==> config.mk <==
export PLATFORM = sky130hd
export DESIGN_NAME = xra_align
export DESIGN_NICKNAME = d
export VERILOG_FILES = /design/src/xra_pkg.sv /design/src/xra_align.sv /design/src/xra_buf2.sv
export SDC_FILE = /design/constraint.sdc
export NUM_CORES = 1
export LEC_CHECK = 0
export ABC_AREA = 0
export BUFFER_PORTS_ARGS = -buffer_cell sky130_fd_sc_hd__buf_4
export CORE_UTILIZATION = 30
export DETAILED_ROUTE_END_ITERATION = 6
export GPL_TIMING_DRIVEN = 0
export PLACE_DENSITY = 0.43
export REMOVE_ABC_BUFFERS = 1
export SYNTH_ARGS = -nofsm -noshare
export SYNTH_HDL_FRONTEND = slang
export SYNTH_SLANG_ARGS = --single-unit
==> constraint.sdc <==
create_clock -name sys_clk_in -period 9 [get_ports sys_clk_in]
set_input_delay 0.45 -clock sys_clk_in [delete_from_list [all_inputs] [get_ports sys_clk_in]]
set_output_delay 0.45 -clock sys_clk_in [all_outputs]
set_load 0.01 [all_outputs]
==> src/xra_pkg.sv <==
package xra_pkg;

  // ----------------------------------------------------------------
  // Clock and counter widths
  // ----------------------------------------------------------------
  localparam int CLK_HZ = 50_000_000;
  localparam int TMR_W = 32;
  localparam int DIV_W = 17;

  // ----------------------------------------------------------------
  // Supervision timer defaults, in ms and in clock cycles
  // ----------------------------------------------------------------
  localparam int CALLING_ALIGN_TIMER_MS = 1000;
  localparam int CALLED_ALIGN_TIMER_MS = 1000;
  localparam logic [TMR_W-1:0] CALLING_ALIGN_TIMER_CYC =
    TMR_W'(CALLING_ALIGN_TIMER_MS * (CLK_HZ / 1000));
  localparam logic [TMR_W-1:0] CALLED_ALIGN_TIMER_CYC =
    TMR_W'(CALLED_ALIGN_TIMER_MS * (CLK_HZ / 1000));

  // ----------------------------------------------------------------
  // User rate codes; codes above RATE_48000 carry no status
  // ----------------------------------------------------------------
  localparam logic [3:0] RATE_600 = 4'h0;
  localparam logic [3:0] RATE_1200 = 4'h1;
  localparam logic [3:0] RATE_2400 = 4'h2;
  localparam logic [3:0] RATE_4800 = 4'h3;
  localparam logic [3:0] RATE_7200 = 4'h4;
  localparam logic [3:0] RATE_9600 = 4'h5;
  localparam logic [3:0] RATE_14400 = 4'h6;
  localparam logic [3:0] RATE_19200 = 4'h7;
  localparam logic [3:0] RATE_48000 = 4'h8;

  // ----------------------------------------------------------------
  // Lead and status levels, reset values
  // ----------------------------------------------------------------
  localparam logic STAT_ON = 1'b1;
  localparam logic STAT_OFF = 1'b0;
  localparam logic MARK = 1'b1;
  localparam logic [DIV_W-1:0] DIV_RST = 17'h00000;
  localparam logic [TMR_W-1:0] TMR_RST = 32'h00000000;

  typedef enum logic [2:0] {
    ST_IDLE,
    ST_CHAN,
    ST_SEARCH,
    ST_DELIVER,
    ST_SCAN,
    ST_DATA,
    ST_CLEAR
  } xra_state_t;

  typedef struct packed {
    logic data;
    logic status;
  } xra_bit_t;

  typedef struct packed {
    xra_state_t st;
    logic called;
    logic [3:0] rate;
    logic [TMR_W-1:0] tmr;
    logic [DIV_W-1:0] div;
    logic tx_pend;
    xra_bit_t tx_word;
    logic through;
    logic rfd;
    logic clear_ind;
    logic release_req;
    logic r_lead;
    logic i_lead;
  } xra_regs_t;

  function automatic logic xra_rate_ok(input logic [3:0] rate);
    return rate <= RATE_48000;
  endfunction

  // Clock cycles per user bit
  function automatic logic [DIV_W-1:0] xra_rate_div(input logic [3:0] rate);
    case (rate)
      RATE_600: return DIV_W'(CLK_HZ / 600);
      RATE_1200: return DIV_W'(CLK_HZ / 1200);
      RATE_2400: return DIV_W'(CLK_HZ / 2400);
      RATE_4800: return DIV_W'(CLK_HZ / 4800);
      RATE_7200: return DIV_W'(CLK_HZ / 7200);
      RATE_9600: return DIV_W'(CLK_HZ / 9600);
      RATE_14400: return DIV_W'(CLK_HZ / 14400);
      RATE_19200: return DIV_W'(CLK_HZ / 19200);
      RATE_48000: return DIV_W'(CLK_HZ / 48000);
      default: return DIV_W'(CLK_HZ / 48000);
    endcase
  endfunction

endpackage

==> src/xra_align.sv <==
`timescale 1ns/10ps
module xra_align import xra_pkg::*; #(
  parameter logic [TMR_W-1:0] CALLING_ALIGN_TIMER = CALLING_ALIGN_TIMER_CYC,
  parameter logic [TMR_W-1:0] CALLED_ALIGN_TIMER = CALLED_ALIGN_TIMER_CYC
) (
  input wire logic sys_clk_in,
  input wire logic rst_n_in,
  input wire logic [3:0] rate_sel_in,
  input wire logic called_in,
  input wire logic chan_known_in,
  input wire logic connect_in,
  input wire logic connect_ack_in,
  input wire logic net_release_in,
  input wire logic frame_sync_in,
  input wire logic info_pending_in,
  input wire logic c_scan_in,
  input wire logic t_lead_in,
  input wire logic c_lead_in,
  input wire logic rx_valid_in,
  input wire xra_bit_t rx_bit_in,
  input wire logic tx_ready_in,
  output logic tx_valid_out,
  output xra_bit_t tx_bit_out,
  output logic r_lead_out,
  output logic i_lead_out,
  output logic through_out,
  output logic ready_for_data_out,
  output logic clear_ind_out,
  output logic release_req_out,
  output logic busy_out
);

  xra_regs_t r;
  xra_regs_t n;
  logic tick;
  logic running;
  logic expire;
  logic buf_ready;
  logic [TMR_W-1:0] limit;

  // ----------------------------------------------------------------
  // Bit-rate divider and supervision timer terms
  // ----------------------------------------------------------------
  assign running = (r.st != ST_IDLE) && (r.st != ST_CLEAR);
  assign tick = running && (r.div == DIV_RST);
  assign limit = r.called ? CALLED_ALIGN_TIMER : CALLING_ALIGN_TIMER;
  assign expire = (r.st == ST_SEARCH) && (r.tmr == limit - TMR_W'(1));

  // ----------------------------------------------------------------
  // Next state
  // ----------------------------------------------------------------
  always_comb begin
    n = r;
    n.release_req = 1'b0;
    n.div = running ? (tick ? xra_rate_div(r.rate) - DIV_W'(1) : r.div - DIV_W'(1))
                    : DIV_RST;
    if (r.tx_pend && buf_ready) begin
      n.tx_pend = 1'b0;
    end
    if (tick && (!r.tx_pend || buf_ready)) begin
      n.tx_pend = 1'b1;
      // Status from C-lead only once through
      n.tx_word = r.through ? xra_bit_t'{data: t_lead_in, status: c_lead_in}
                            : xra_bit_t'{data: MARK, status: STAT_OFF};
    end
    if (r.through) begin
      if (rx_valid_in) begin
        // Any data/status pair is passed, none flagged as error
        n.r_lead = rx_bit_in.data;
        n.i_lead = rx_bit_in.status;
        // Ready flag is sticky, (1, OFF) ignored
        if (rx_bit_in.data == MARK && rx_bit_in.status == STAT_ON) begin
          n.rfd = 1'b1;
        end
      end
    end else begin
      n.r_lead = MARK;
      n.i_lead = STAT_OFF;
    end
    unique case (r.st)
      ST_IDLE: begin
        if (xra_rate_ok(rate_sel_in)) begin
          if (!called_in && chan_known_in) begin
            n.st = ST_CHAN;
            n.called = 1'b0;
            n.rate = rate_sel_in;
          end else if (called_in && connect_ack_in) begin
            // Frames, search and timer at once
            n.st = ST_SEARCH;
            n.called = 1'b1;
            n.rate = rate_sel_in;
            n.tmr = TMR_RST;
          end
        end
      end
      ST_CHAN: begin
        if (connect_in) begin
          n.st = ST_SEARCH;
          n.tmr = TMR_RST;
        end
      end
      ST_SEARCH: begin
        n.tmr = r.tmr + TMR_W'(1);
        if (frame_sync_in) begin
          n.st = ST_DELIVER;
          n.tmr = r.tmr;
        end else if (expire) begin
          n.st = ST_CLEAR;
          n.release_req = 1'b1;
          n.clear_ind = 1'b1;
        end
      end
      ST_DELIVER: begin
        if (!info_pending_in) begin
          n.st = ST_SCAN;
        end
      end
      ST_SCAN: begin
        // Switch just ahead of C sampling
        if (c_scan_in) begin
          n.st = ST_DATA;
          n.through = 1'b1;
        end
      end
      ST_DATA: begin
      end
      ST_CLEAR: begin
      end
    endcase
    if (net_release_in && r.st != ST_IDLE) begin
      n.st = ST_IDLE;
      n.through = 1'b0;
      n.rfd = 1'b0;
      n.clear_ind = 1'b0;
      n.tx_pend = 1'b0;
      n.r_lead = MARK;
      n.i_lead = STAT_OFF;
    end
  end

  always_ff @(posedge sys_clk_in or negedge rst_n_in) begin
    if (!rst_n_in) begin
      r <= '{st: ST_IDLE, called: 1'b0, rate: RATE_600, tmr: TMR_RST, div: DIV_RST,
             tx_pend: 1'b0, tx_word: '{data: MARK, status: STAT_OFF}, through: 1'b0,
             rfd: 1'b0, clear_ind: 1'b0, release_req: 1'b0, r_lead: MARK,
             i_lead: STAT_OFF};
    end else begin
      r <= n;
    end
  end

  // ----------------------------------------------------------------
  // Transmit buffer toward the channel
  // ----------------------------------------------------------------
  xra_buf2 #(
    .W($bits(xra_bit_t))
  ) u_txbuf (
    .sys_clk_in(sys_clk_in),
    .rst_n_in(rst_n_in),
    .in_valid_in(r.tx_pend),
    .in_ready_out(buf_ready),
    .in_data_in(r.tx_word),
    .out_valid_out(tx_valid_out),
    .out_ready_in(tx_ready_in),
    .out_data_out(tx_bit_out)
  );

  assign r_lead_out = r.r_lead;
  assign i_lead_out = r.i_lead;
  assign through_out = r.through;
  assign ready_for_data_out = r.rfd;
  assign clear_ind_out = r.clear_ind;
  assign release_req_out = r.release_req;
  assign busy_out = running;
endmodule

==> src/xra_buf2.sv <==
`timescale 1ns/10ps
module xra_buf2 import xra_pkg::*; #(
  parameter int W = 2
) (
  input wire logic sys_clk_in,
  input wire logic rst_n_in,
  input wire logic in_valid_in,
  output logic in_ready_out,
  input wire logic [W-1:0] in_data_in,
  output logic out_valid_out,
  input wire logic out_ready_in,
  output logic [W-1:0] out_data_out
);

  typedef struct packed {
    logic [1:0] cnt;
    logic [W-1:0] e1;
    logic [W-1:0] e0;
  } xra_buf_regs_t;

  xra_buf_regs_t r;
  xra_buf_regs_t n;
  logic push;
  logic pop;

  assign in_ready_out = (r.cnt != 2'h2);
  assign out_valid_out = (r.cnt != 2'h0);
  assign out_data_out = r.e0;
  assign push = in_valid_in && in_ready_out;
  assign pop = out_valid_out && out_ready_in;

  always_comb begin
    n = r;
    unique case ({push, pop})
      2'b10: begin
        if (r.cnt == 2'h0) begin
          n.e0 = in_data_in;
        end else begin
          n.e1 = in_data_in;
        end
        n.cnt = r.cnt + 2'h1;
      end
      2'b01: begin
        n.e0 = r.e1;
        n.cnt = r.cnt - 2'h1;
      end
      2'b11: begin
        n.e0 = (r.cnt == 2'h1) ? in_data_in : r.e1;
        if (r.cnt == 2'h2) begin
          n.e1 = in_data_in;
        end
      end
      2'b00: begin
      end
    endcase
  end

  always_ff @(posedge sys_clk_in or negedge rst_n_in) begin
    if (!rst_n_in) begin
      r <= '0;
    end else begin
      r <= n;
    end
  end
endmodule

==> results, run 1 <==
- The clock-pin slew of the registers on the worst-case setup and hold paths is 0.06 ns.
- The total routing usage reported by global routing is 0.161.
- The total wirelength of the detailed-routed design is 10900 um.
- In this run the remaining antenna-violating nets after routing total 0.
- In the finished design, the share of the clock period the worst path needs comes to 0.482.
- The top fanout value on the critical path is 15.
- The die covers approximately 15000 um^2.
- The multi-input gate area in the final layout is approximately 2400 um^2.
- The width of the die is ~120 um.
- The maximum buffer depth of the clock tree is 2.
- The detailed-route vias per instance is between 5 and 6.
- The number of standard cells after synthesis is 495.
- The Yosys step of the flow raised 0 warnings.
- The data required time of the critical path is 9.21 ns.
- TritonCTS built the clock tree.
- The DRC marker count from the first detailed-route iteration is between 150 and 200.
- The repair_antennas step left the layout with diodes totalling 0.
- Setup violations remaining at the end of the flow were counted as 0.
- The type of element capturing the critical path is a flop.
- The setup skew after layout is between 0.006 and 0.007 ns.
- Of the total power, registers draw 0.343.
- The share of flip-flops with an asynchronous set or reset is 1.00.
- Port buffering added 29 buffers.
- The area of the core is about 14000 um^2.
- The number of nets in the finished design is approximately 550.
- The number of primary I/O pins is 30.
- Measured against its own limit, the worst slew margin works out to 0.218.
- Of the cells placed in the final design, the portion with a size suffix greater than 1 is 0.126.
- Once layout is complete, the utilization of the core stands at 0.356.
- Based on the critical path, the design can be clocked at up to between 0.2 and 0.25 GHz.
- Counting distinct cell types in the post-synthesis netlist gives 68.
- The clock tree root driver cell is sky130_fd_sc_hd__clkbuf_16.
- Summed over all layers, the global routing overflow is 0.
- For this run, design rule violations remaining after detail routing come to 0.
- Internal power comes to 0.000834 W.
- Of the total power, the clock network draws 0.224.
- After clock tree synthesis, the setup repair step added 0 buffers.
- Leaving out fill and tap cells, the most frequent cells in the layout are 69 x sky130_fd_sc_hd__dfrtp_1, 62 x sky130_fd_sc_hd__nor2_1, 37 x sky130_fd_sc_hd__a21oi_1.
- Entering global routing, the biggest net connects about 70 pins.
- The reported net switching power is 0.000608 W.
- The synthesized netlist occupies a cell area of 4330 um^2.
- The number of gates given a new drive strength after cts is 0.
- The fraction of the yosys area taken by sequential cells is 0.411.
- Across the run, the number of max-cap violations was 0.
- The share of total power consumed by net switching is 0.422.
- The number of buffers inserted during clock tree synthesis is 9.
- After filler insertion, the fill cell instance count of the layout stands at 1459.
- The number of enable-type register cells in the synthesized netlist is 0.
- The number of global-route vias before repair is roughly 3600.
- The first detailed-routing pass took 4 iterations.
- The total number of placement rows is 43.
- The mean routed wirelength per cell is roughly 15 um.
- The H-tree was split into 3 levels.
- At the end of routability-driven placement, the weighted congestion stood at between 0.7 and 0.8.
- The smallest clock period supported by the final layout is computed as roughly 4.3 ns.
- Setup repair after global routing left no endpoint under its margin.
- The run finished with clean final reports.
- The number of sinks driven by the clock tree is 71.
- The number of hold buffers added after CTS was 0.
- Synthesis inferred slightly above 70 register bits.
- The number of hold violations in the final report is 0.
- The total via count after detailed routing is between 3000 and 4000.
- The initial utilization of the core area, before any placement, comes to 0.310.
- The startpoint type of the worst setup path is a flop.
- The post-DP HPWL is 7530 um.
- Leaving out fill and tap cells, the most frequent cell in the layout is sky130_fd_sc_hd__dfrtp_1.
- The leading register cell type out of synthesis is sky130_fd_sc_hd__dfrtp_1.
- The static leakage power is around 2.1 nW.
- For the pin with the worst max-slew slack, the measured transition is roughly 1.2 ns.
- The post-synthesis area per instance is just under 9 um^2.
- The critical path in this run is classified as flop to flop.
- For the final routed database, the setup TNS stands at 0 ns.
- The clock network latency to the later pin of the worst-skew pair is 0.34 ns.
- Relative to the synthesized area, the layout overhead comes to 14.9%.
- The count of final max-slew check failures is 0.
- The type of the most critical hold path is primary input to async pin.
- The number of antenna violations at the first check in global routing is 0.
- The combinational power share is 0.432.
- The flop-to-flop setup slack is ~4.7 ns.
- The storage element area is 1780 um^2.
- IR analysis of the VDD net gives a maximum drop of around 0.000092 V.
- Dividing total power by cell area gives a power density of 290 nW/um^2.
- Data arrives at the worst endpoint at about 4.6 ns.
- The die extent in y is roughly 120 um.
- The global-route wire length before repair is ~18000 um.
==> cell type report <==
type,instances,area share
well taps,180,0.0452
repair buffers,32,0.0498
multi-input cells,380,0.478
inverters,24,0.0181
flip-flops and latches,71,0.357
clock buffers,11,0.0467
clock inverters,4,0.00478
==> flip-flops by register name, summed over array words and instances (netlist names) <==
signal	flops
release_req_out	1
u_txbuf.out_data_out	2
u_txbuf.r	4
r	59
through_out	1
i_lead_out	1
clear_ind_out	1
ready_for_data_out	1
r_lead_out	1
==> logic make-up after synthesis <==
logic type                 share of synthesized area
DFF                                            0.411
xor gates and xnor gates                      0.0667
adders and majority gates                     0.0376
AOI/OAI and AO/OA                              0.164
and+or+nand+nor                                0.249
muxes                                         0.0315
buffers and inverters                         0.0410
==> power by group through the flow <==
stage	clock [W]	combinational, W	sequential (W)
floorplan	0	0.000456	0.000471
global route	0.000346	0.000711	0.000511
finish	0.000324	0.000624	0.000495
CTS	0.000334	0.000626	0.000494
global placement	0	0.000613	0.000497
detailed placement	0	0.000623	0.000499
==> critical path, cell delays in order (launching register included) <==
cell and delay (ns):
sky130_fd_sc_hd__dfrtp_1 0.66, sky130_fd_sc_hd__xor2_1 0.20, sky130_fd_sc_hd__nor2_1 0.92, sky130_fd_sc_hd__nor3_1 0.27
sky130_fd_sc_hd__a31oi_1 0.27, sky130_fd_sc_hd__ha_1 0.21, sky130_fd_sc_hd__or3b_2 0.51, sky130_fd_sc_hd__nor2_1 0.26
sky130_fd_sc_hd__nand3_1 0.11, sky130_fd_sc_hd__mux2i_1 0.46, sky130_fd_sc_hd__nand3_1 0.18, sky130_fd_sc_hd__mux2i_1 0.16
==> metrics by stage <==
step | instances | cell area, um^2 | hold slack (ns) | worst slack (ns) | total power [W]
floorplan | 475 | 4240 | 0.154 | 5.83 | 0.000927
global placement | 684 | 4690 | 0.480 | 4.74 | 0.00111
detailed placement | 686 | 4710 | 0.493 | 4.68 | 0.00112
CTS | 701 | 4970 | 0.308 | 4.66 | 0.00145
global route | 702 | 4980 | 0.328 | 4.20 | 0.00157
finish | 702 | 4980 | 0.242 | 4.66 | 0.00144
==> synthesized netlist by cell type (3+ instances only) <==
library cell               instances  area (um^2)
sky130_fd_sc_hd__dfrtp_1          69         1730
sky130_fd_sc_hd__nor2_1           62          233
sky130_fd_sc_hd__a21oi_1          37          185
sky130_fd_sc_hd__nand2_1          35          131
sky130_fd_sc_hd__o21ai_0          28          140
sky130_fd_sc_hd__nor3_1           26          130
sky130_fd_sc_hd__inv_1            23         86.3
sky130_fd_sc_hd__xnor2_1          20          175
sky130_fd_sc_hd__nand3_1          19         95.1
sky130_fd_sc_hd__clkbuf_1         14         52.6
sky130_fd_sc_hd__ha_1             13          163
sky130_fd_sc_hd__xor2_1           13          114
sky130_fd_sc_hd__or3_1            10         62.6
sky130_fd_sc_hd__nand2b_1          9         56.3
sky130_fd_sc_hd__and3_1            8         50.1
sky130_fd_sc_hd__mux2i_1           8         80.1
sky130_fd_sc_hd__nor4_1            8         50.1
sky130_fd_sc_hd__or4_1             6         45.0
sky130_fd_sc_hd__a31oi_1           5         31.3
sky130_fd_sc_hd__mux2_2            5         56.3
sky130_fd_sc_hd__nand4_1           5         31.3
sky130_fd_sc_hd__a211oi_1          4         30.0
sky130_fd_sc_hd__buf_2             4         20.0
sky130_fd_sc_hd__o21a_1            4         30.0
sky130_fd_sc_hd__and2_1            3         18.8
sky130_fd_sc_hd__nand3b_1          3         22.5
==> layer usage <==
layer | track usage | vias up | wire length [um]
met1 | 0.199 | 1714 | 5130
met5 | 0 | - | 0
li1 | - | 1811 | -
met2 | 0.274 | 47 | 5270
met4 | 0.0503 | 0 | 154
met3 | 0.0398 | 12 | 319
==> worst paths after layout <==
| path | start | end | cells past startpoint |
|---|---|---|---|
| worst max-delay path | r[65] | r[25] | 11 |
| worst min-delay path | rst_n_in | r[61] | 1 |
| worst max register to register | r[65] | r[25] | 11 |
| worst min register to register | u_txbuf.out_data_out[1] | u_txbuf.out_data_out[1] | 1 |
| max in group asynchronous | rst_n_in | r[55] | 1 |
| min in group sys_clk_in | rate_sel_in[0] | r[58] | 3 |
Note: power is estimated with default switching activity, not from simulation.
==> run 2, diff against run 1 <==
==> constraint.sdc (replaced) <==
create_clock -name sys_clk_in -period 4.22 [get_ports sys_clk_in]
set_input_delay 0.211 -clock sys_clk_in [delete_from_list [all_inputs] [get_ports sys_clk_in]]
set_output_delay 0.211 -clock sys_clk_in [all_outputs]
set_load 0.01 [all_outputs]
==> run 2 against run 1 <==
Against the previous run: worst setup slack worse by 4.2 ns; clock skew hardly changed; count of clock-buffer cells in the layout stayed put; sequential power is 110% higher; maximum frequency is 15% higher; first-iteration DRC count is 1.0% higher; clock power is 110% higher; worst hold slack worse by 0.24 ns; total power is 110% higher; flip-flop and latch count stayed put; largest cell class unchanged.
==> results, run 2 (synthesis gave the netlist of run 1 again) <==
- The flow ran to the end, and the final reports show no timing, DRC or antenna violations.
- The number of primary I/O pins was 30 (unchanged).
- The share of total power consumed by net switching is 0.422 (+0.000469).
- The maximum buffer depth of the clock tree came to 2 (unchanged).
- The post-CTS repair timing setup buffer count is 0 (unchanged).
- The time the final worst path needs with I/O delays and setup is 3.77 ns (-0.563 ns).
- The total number of placement rows came to 43 (unchanged).
- The total of endpoints with negative setup slack in the final report is 0 (unchanged).
- The critical path data arrival time came to 3.99 ns (-0.56 ns).
- The top fanout value on the critical path is 15 (unchanged).
- The worst max-slew margin expressed relative to the limit came to 0.367 (+0.149).
- The largest net degree at the start of global routing is 72 (unchanged).
- The number of global-route vias before repair was 3588 (unchanged).
- The clock network latency to the later pin of the worst-skew pair came to 0.34 ns (about the same).
- The share of post-route cells with drive strength above 1 came to 0.128 (+0.00192).
- The detailed-route vias per instance is 5.11 (about the same).
- The DRC violation count after routing came to 0 (unchanged).
- The clock-pin slew of the registers on the worst-case setup and hold paths is 0.06 ns (about the same).
- The static leakage power is 2.13 nW (about the same).
- The instance area after placement was 4710 um^2 (unchanged).
- The post-DP HPWL is 7530 um (unchanged).
- The worst-case hold slack is 0.00279 ns (-0.239 ns).
- The die area is 14900 um^2 (unchanged).
- The antenna diode instance count is 0 (unchanged).
- The post-route cell area is 4990 um^2 (+0.15%).
- The portion of the clock cycle consumed by the worst path in the final layout came to 0.894 (+0.412).
- The total via count after detailed routing is 3585 (+0.028%).
- The data required time of the critical path came to 4.43 ns (-4.78 ns).
- The number of nets in the finished design was 551 (unchanged).
- The peak supply drop is 0.000197 V (+110%).
- In the layout the commonest cells are 69 x sky130_fd_sc_hd__dfrtp_1, 61 x sky130_fd_sc_hd__nor2_1, 37 x sky130_fd_sc_hd__a21oi_1.
- The final RePlAce weighted congestion came to 0.795 (unchanged).
- The utilization after layout was 0.356 (+0.000537).
- The area of the core was 14000 um^2 (unchanged).
- The number of buffers inserted during clock tree synthesis is 9 (unchanged).
- The DRC marker count from the first detailed-route iteration is 200 (+1.0%).
- The number of hold violations in the final report was 0 (unchanged).
- The depth of the CTS H-tree is 3 (unchanged).
- The library cell used most frequently in the layout, excluding fill and tap cells, is sky130_fd_sc_hd__dfrtp_1.
- The number of antenna violations at the first check in global routing is 0 (unchanged).
- The worst-margin pin slew came to 0.949 ns (-0.219 ns).
- The number of search-and-repair iterations in the first detailed-routing pass was 4 (unchanged).
- The areal power density over the cells is 618 nW/um^2 (+110%).
- The antenna violation net count after detailed routing is 0 (unchanged).
- The combinational power share is 0.433 (about the same).
- The growth of design area from synthesis to finish is 15.1%.
- The clock network power share is 0.224 (about the same).
- The reported net switching power was 0.00130 W (+110%).
- The setup skew after layout is 0.00624 ns (+0.0000679 ns).
- The number of sinks driven by the clock tree is 71 (unchanged).
- The internal power is 0.00178 W (+110%).
- The kind of critical path is flop to flop.
- The total wirelength of the detailed-routed design came to 10900 um (about the same).
- The port buffer count is 29 (unchanged).
- The aggregate negative setup slack is 0 ns (unchanged).
- The count of final max-slew check failures is 0 (unchanged).
- The global-route wire length before repair is 18500 um (unchanged).
- The fraction of power consumed by sequential logic is 0.343 (about the same).
- The initial standard-cell utilization of the core is 0.310 (unchanged).
- The die extent in y is 122 um (unchanged).
- The total routing usage reported by global routing is 0.161 (unchanged).
- The tree is rooted in a sky130_fd_sc_hd__clkbuf_16.
- The maximum frequency from static timing analysis came to 0.265 GHz (+15%).
- The reported max-cap violation count came to 0 (unchanged).
- The mean routed wirelength per cell is 15.5 um (about the same).
- In this run the worst hold path is classified as primary input to async pin.
- The startpoint type of the worst setup path is a flop.
- The width of the die came to 122 um (unchanged).
- The register name with the most flops is r.
- The TritonCTS clock tree is yes.
- The remaining global-route overflow came to 0 (unchanged).
- The worst setup path is captured at a flop.
- The flip-flop count of the largest register after layout was 59 (unchanged).
- Setup repair after global routing left no endpoint under its margin.
[run 2: cell counts in the layout (fill, tap and decap cells not counted)]
Identical to the previous run, type by type.
[run 2: final timing paths]
| path | from | slack, ns | depth (start not counted) | to |
|---|---|---|---|---|
| max | r[65] | 0.45 | 11 | r[25] |
| min | rst_n_in | 0.003 | 1 | r[61] |
| min in group sys_clk_in | rate_sel_in[0] | 0.09 | 3 | r[58] |
| max reg2reg | r[65] | 0.45 | 11 | r[25] |
| max in group asynchronous | rst_n_in | 3.58 | 1 | r[55] |
| min reg2reg | u_txbuf.out_data_out[1] | 0.50 | 1 | u_txbuf.out_data_out[1] |
[run 2: what timing repair did]
action | in CTS | in global routing
resized for setup | 1 | 1
setup endpoints to repair | 3 | 3
hold buffers | 0 | 0
[run 2: stage by stage]
| step | std cells | setup slack, ns | power (W) |
|---|---|---|---|
| 2_1_floorplan | 475 | 1.05 | 0.00198 |
| 3_3_place_gp | 684 | -0.0146 | 0.00237 |
| 3_5_place_dp | 686 | -0.0967 | 0.00239 |
| 4_1_cts | 701 | 0.253 | 0.00310 |
| 5_1_grt | 702 | 0.118 | 0.00335 |
| 6_report | 702 | 0.446 | 0.00308 |
[run 2: metal layers]
layer,part of all wire,global-route usage,vias up
met3,0.029,0.0398,12
met1,0.47,0.199,1714
met2,0.48,0.274,47
li1,-,-,1812
met4,0.014,0.0503,0
met5,0,0,-
[run 2: final cells by class]
| class | instances | area [um^2] |
|---|---|---|
| fillers | 1459 | 9000 |
| multi-input cells | 380 | 2390 |
| flip-flops and latches | 71 | 1780 |
| repair buffers | 32 | 248 |
| clock buffers | 11 | 233 |
| well taps | 180 | 225 |
| inverters | 24 | 90.1 |
| clock inverters | 4 | 23.8 |
[run 2: worst max-delay path: stages (launching register included)]
cell	delay, ns
sky130_fd_sc_hd__dfrtp_1	0.66
sky130_fd_sc_hd__xor2_1	0.25
sky130_fd_sc_hd__o211a_1	0.33
sky130_fd_sc_hd__and2_1	0.28
sky130_fd_sc_hd__a21oi_1	0.24
sky130_fd_sc_hd__ha_1	0.22
sky130_fd_sc_hd__or3b_2	0.51
sky130_fd_sc_hd__nor2_1	0.26
sky130_fd_sc_hd__nand3_1	0.11
sky130_fd_sc_hd__mux2i_1	0.46
sky130_fd_sc_hd__nand3_1	0.18
sky130_fd_sc_hd__mux2i_1	0.16
[run 2: power by group through the flow]
stage	clock network [W]	logic, W	registers, W
after floorplan	0	0.000972	0.00100
after global placement	0	0.00131	0.00106
after detailed placement	0	0.00133	0.00106
after CTS	0.000712	0.00134	0.00105
after global routing	0.000738	0.00152	0.00109
final	0.000690	0.00134	0.00106
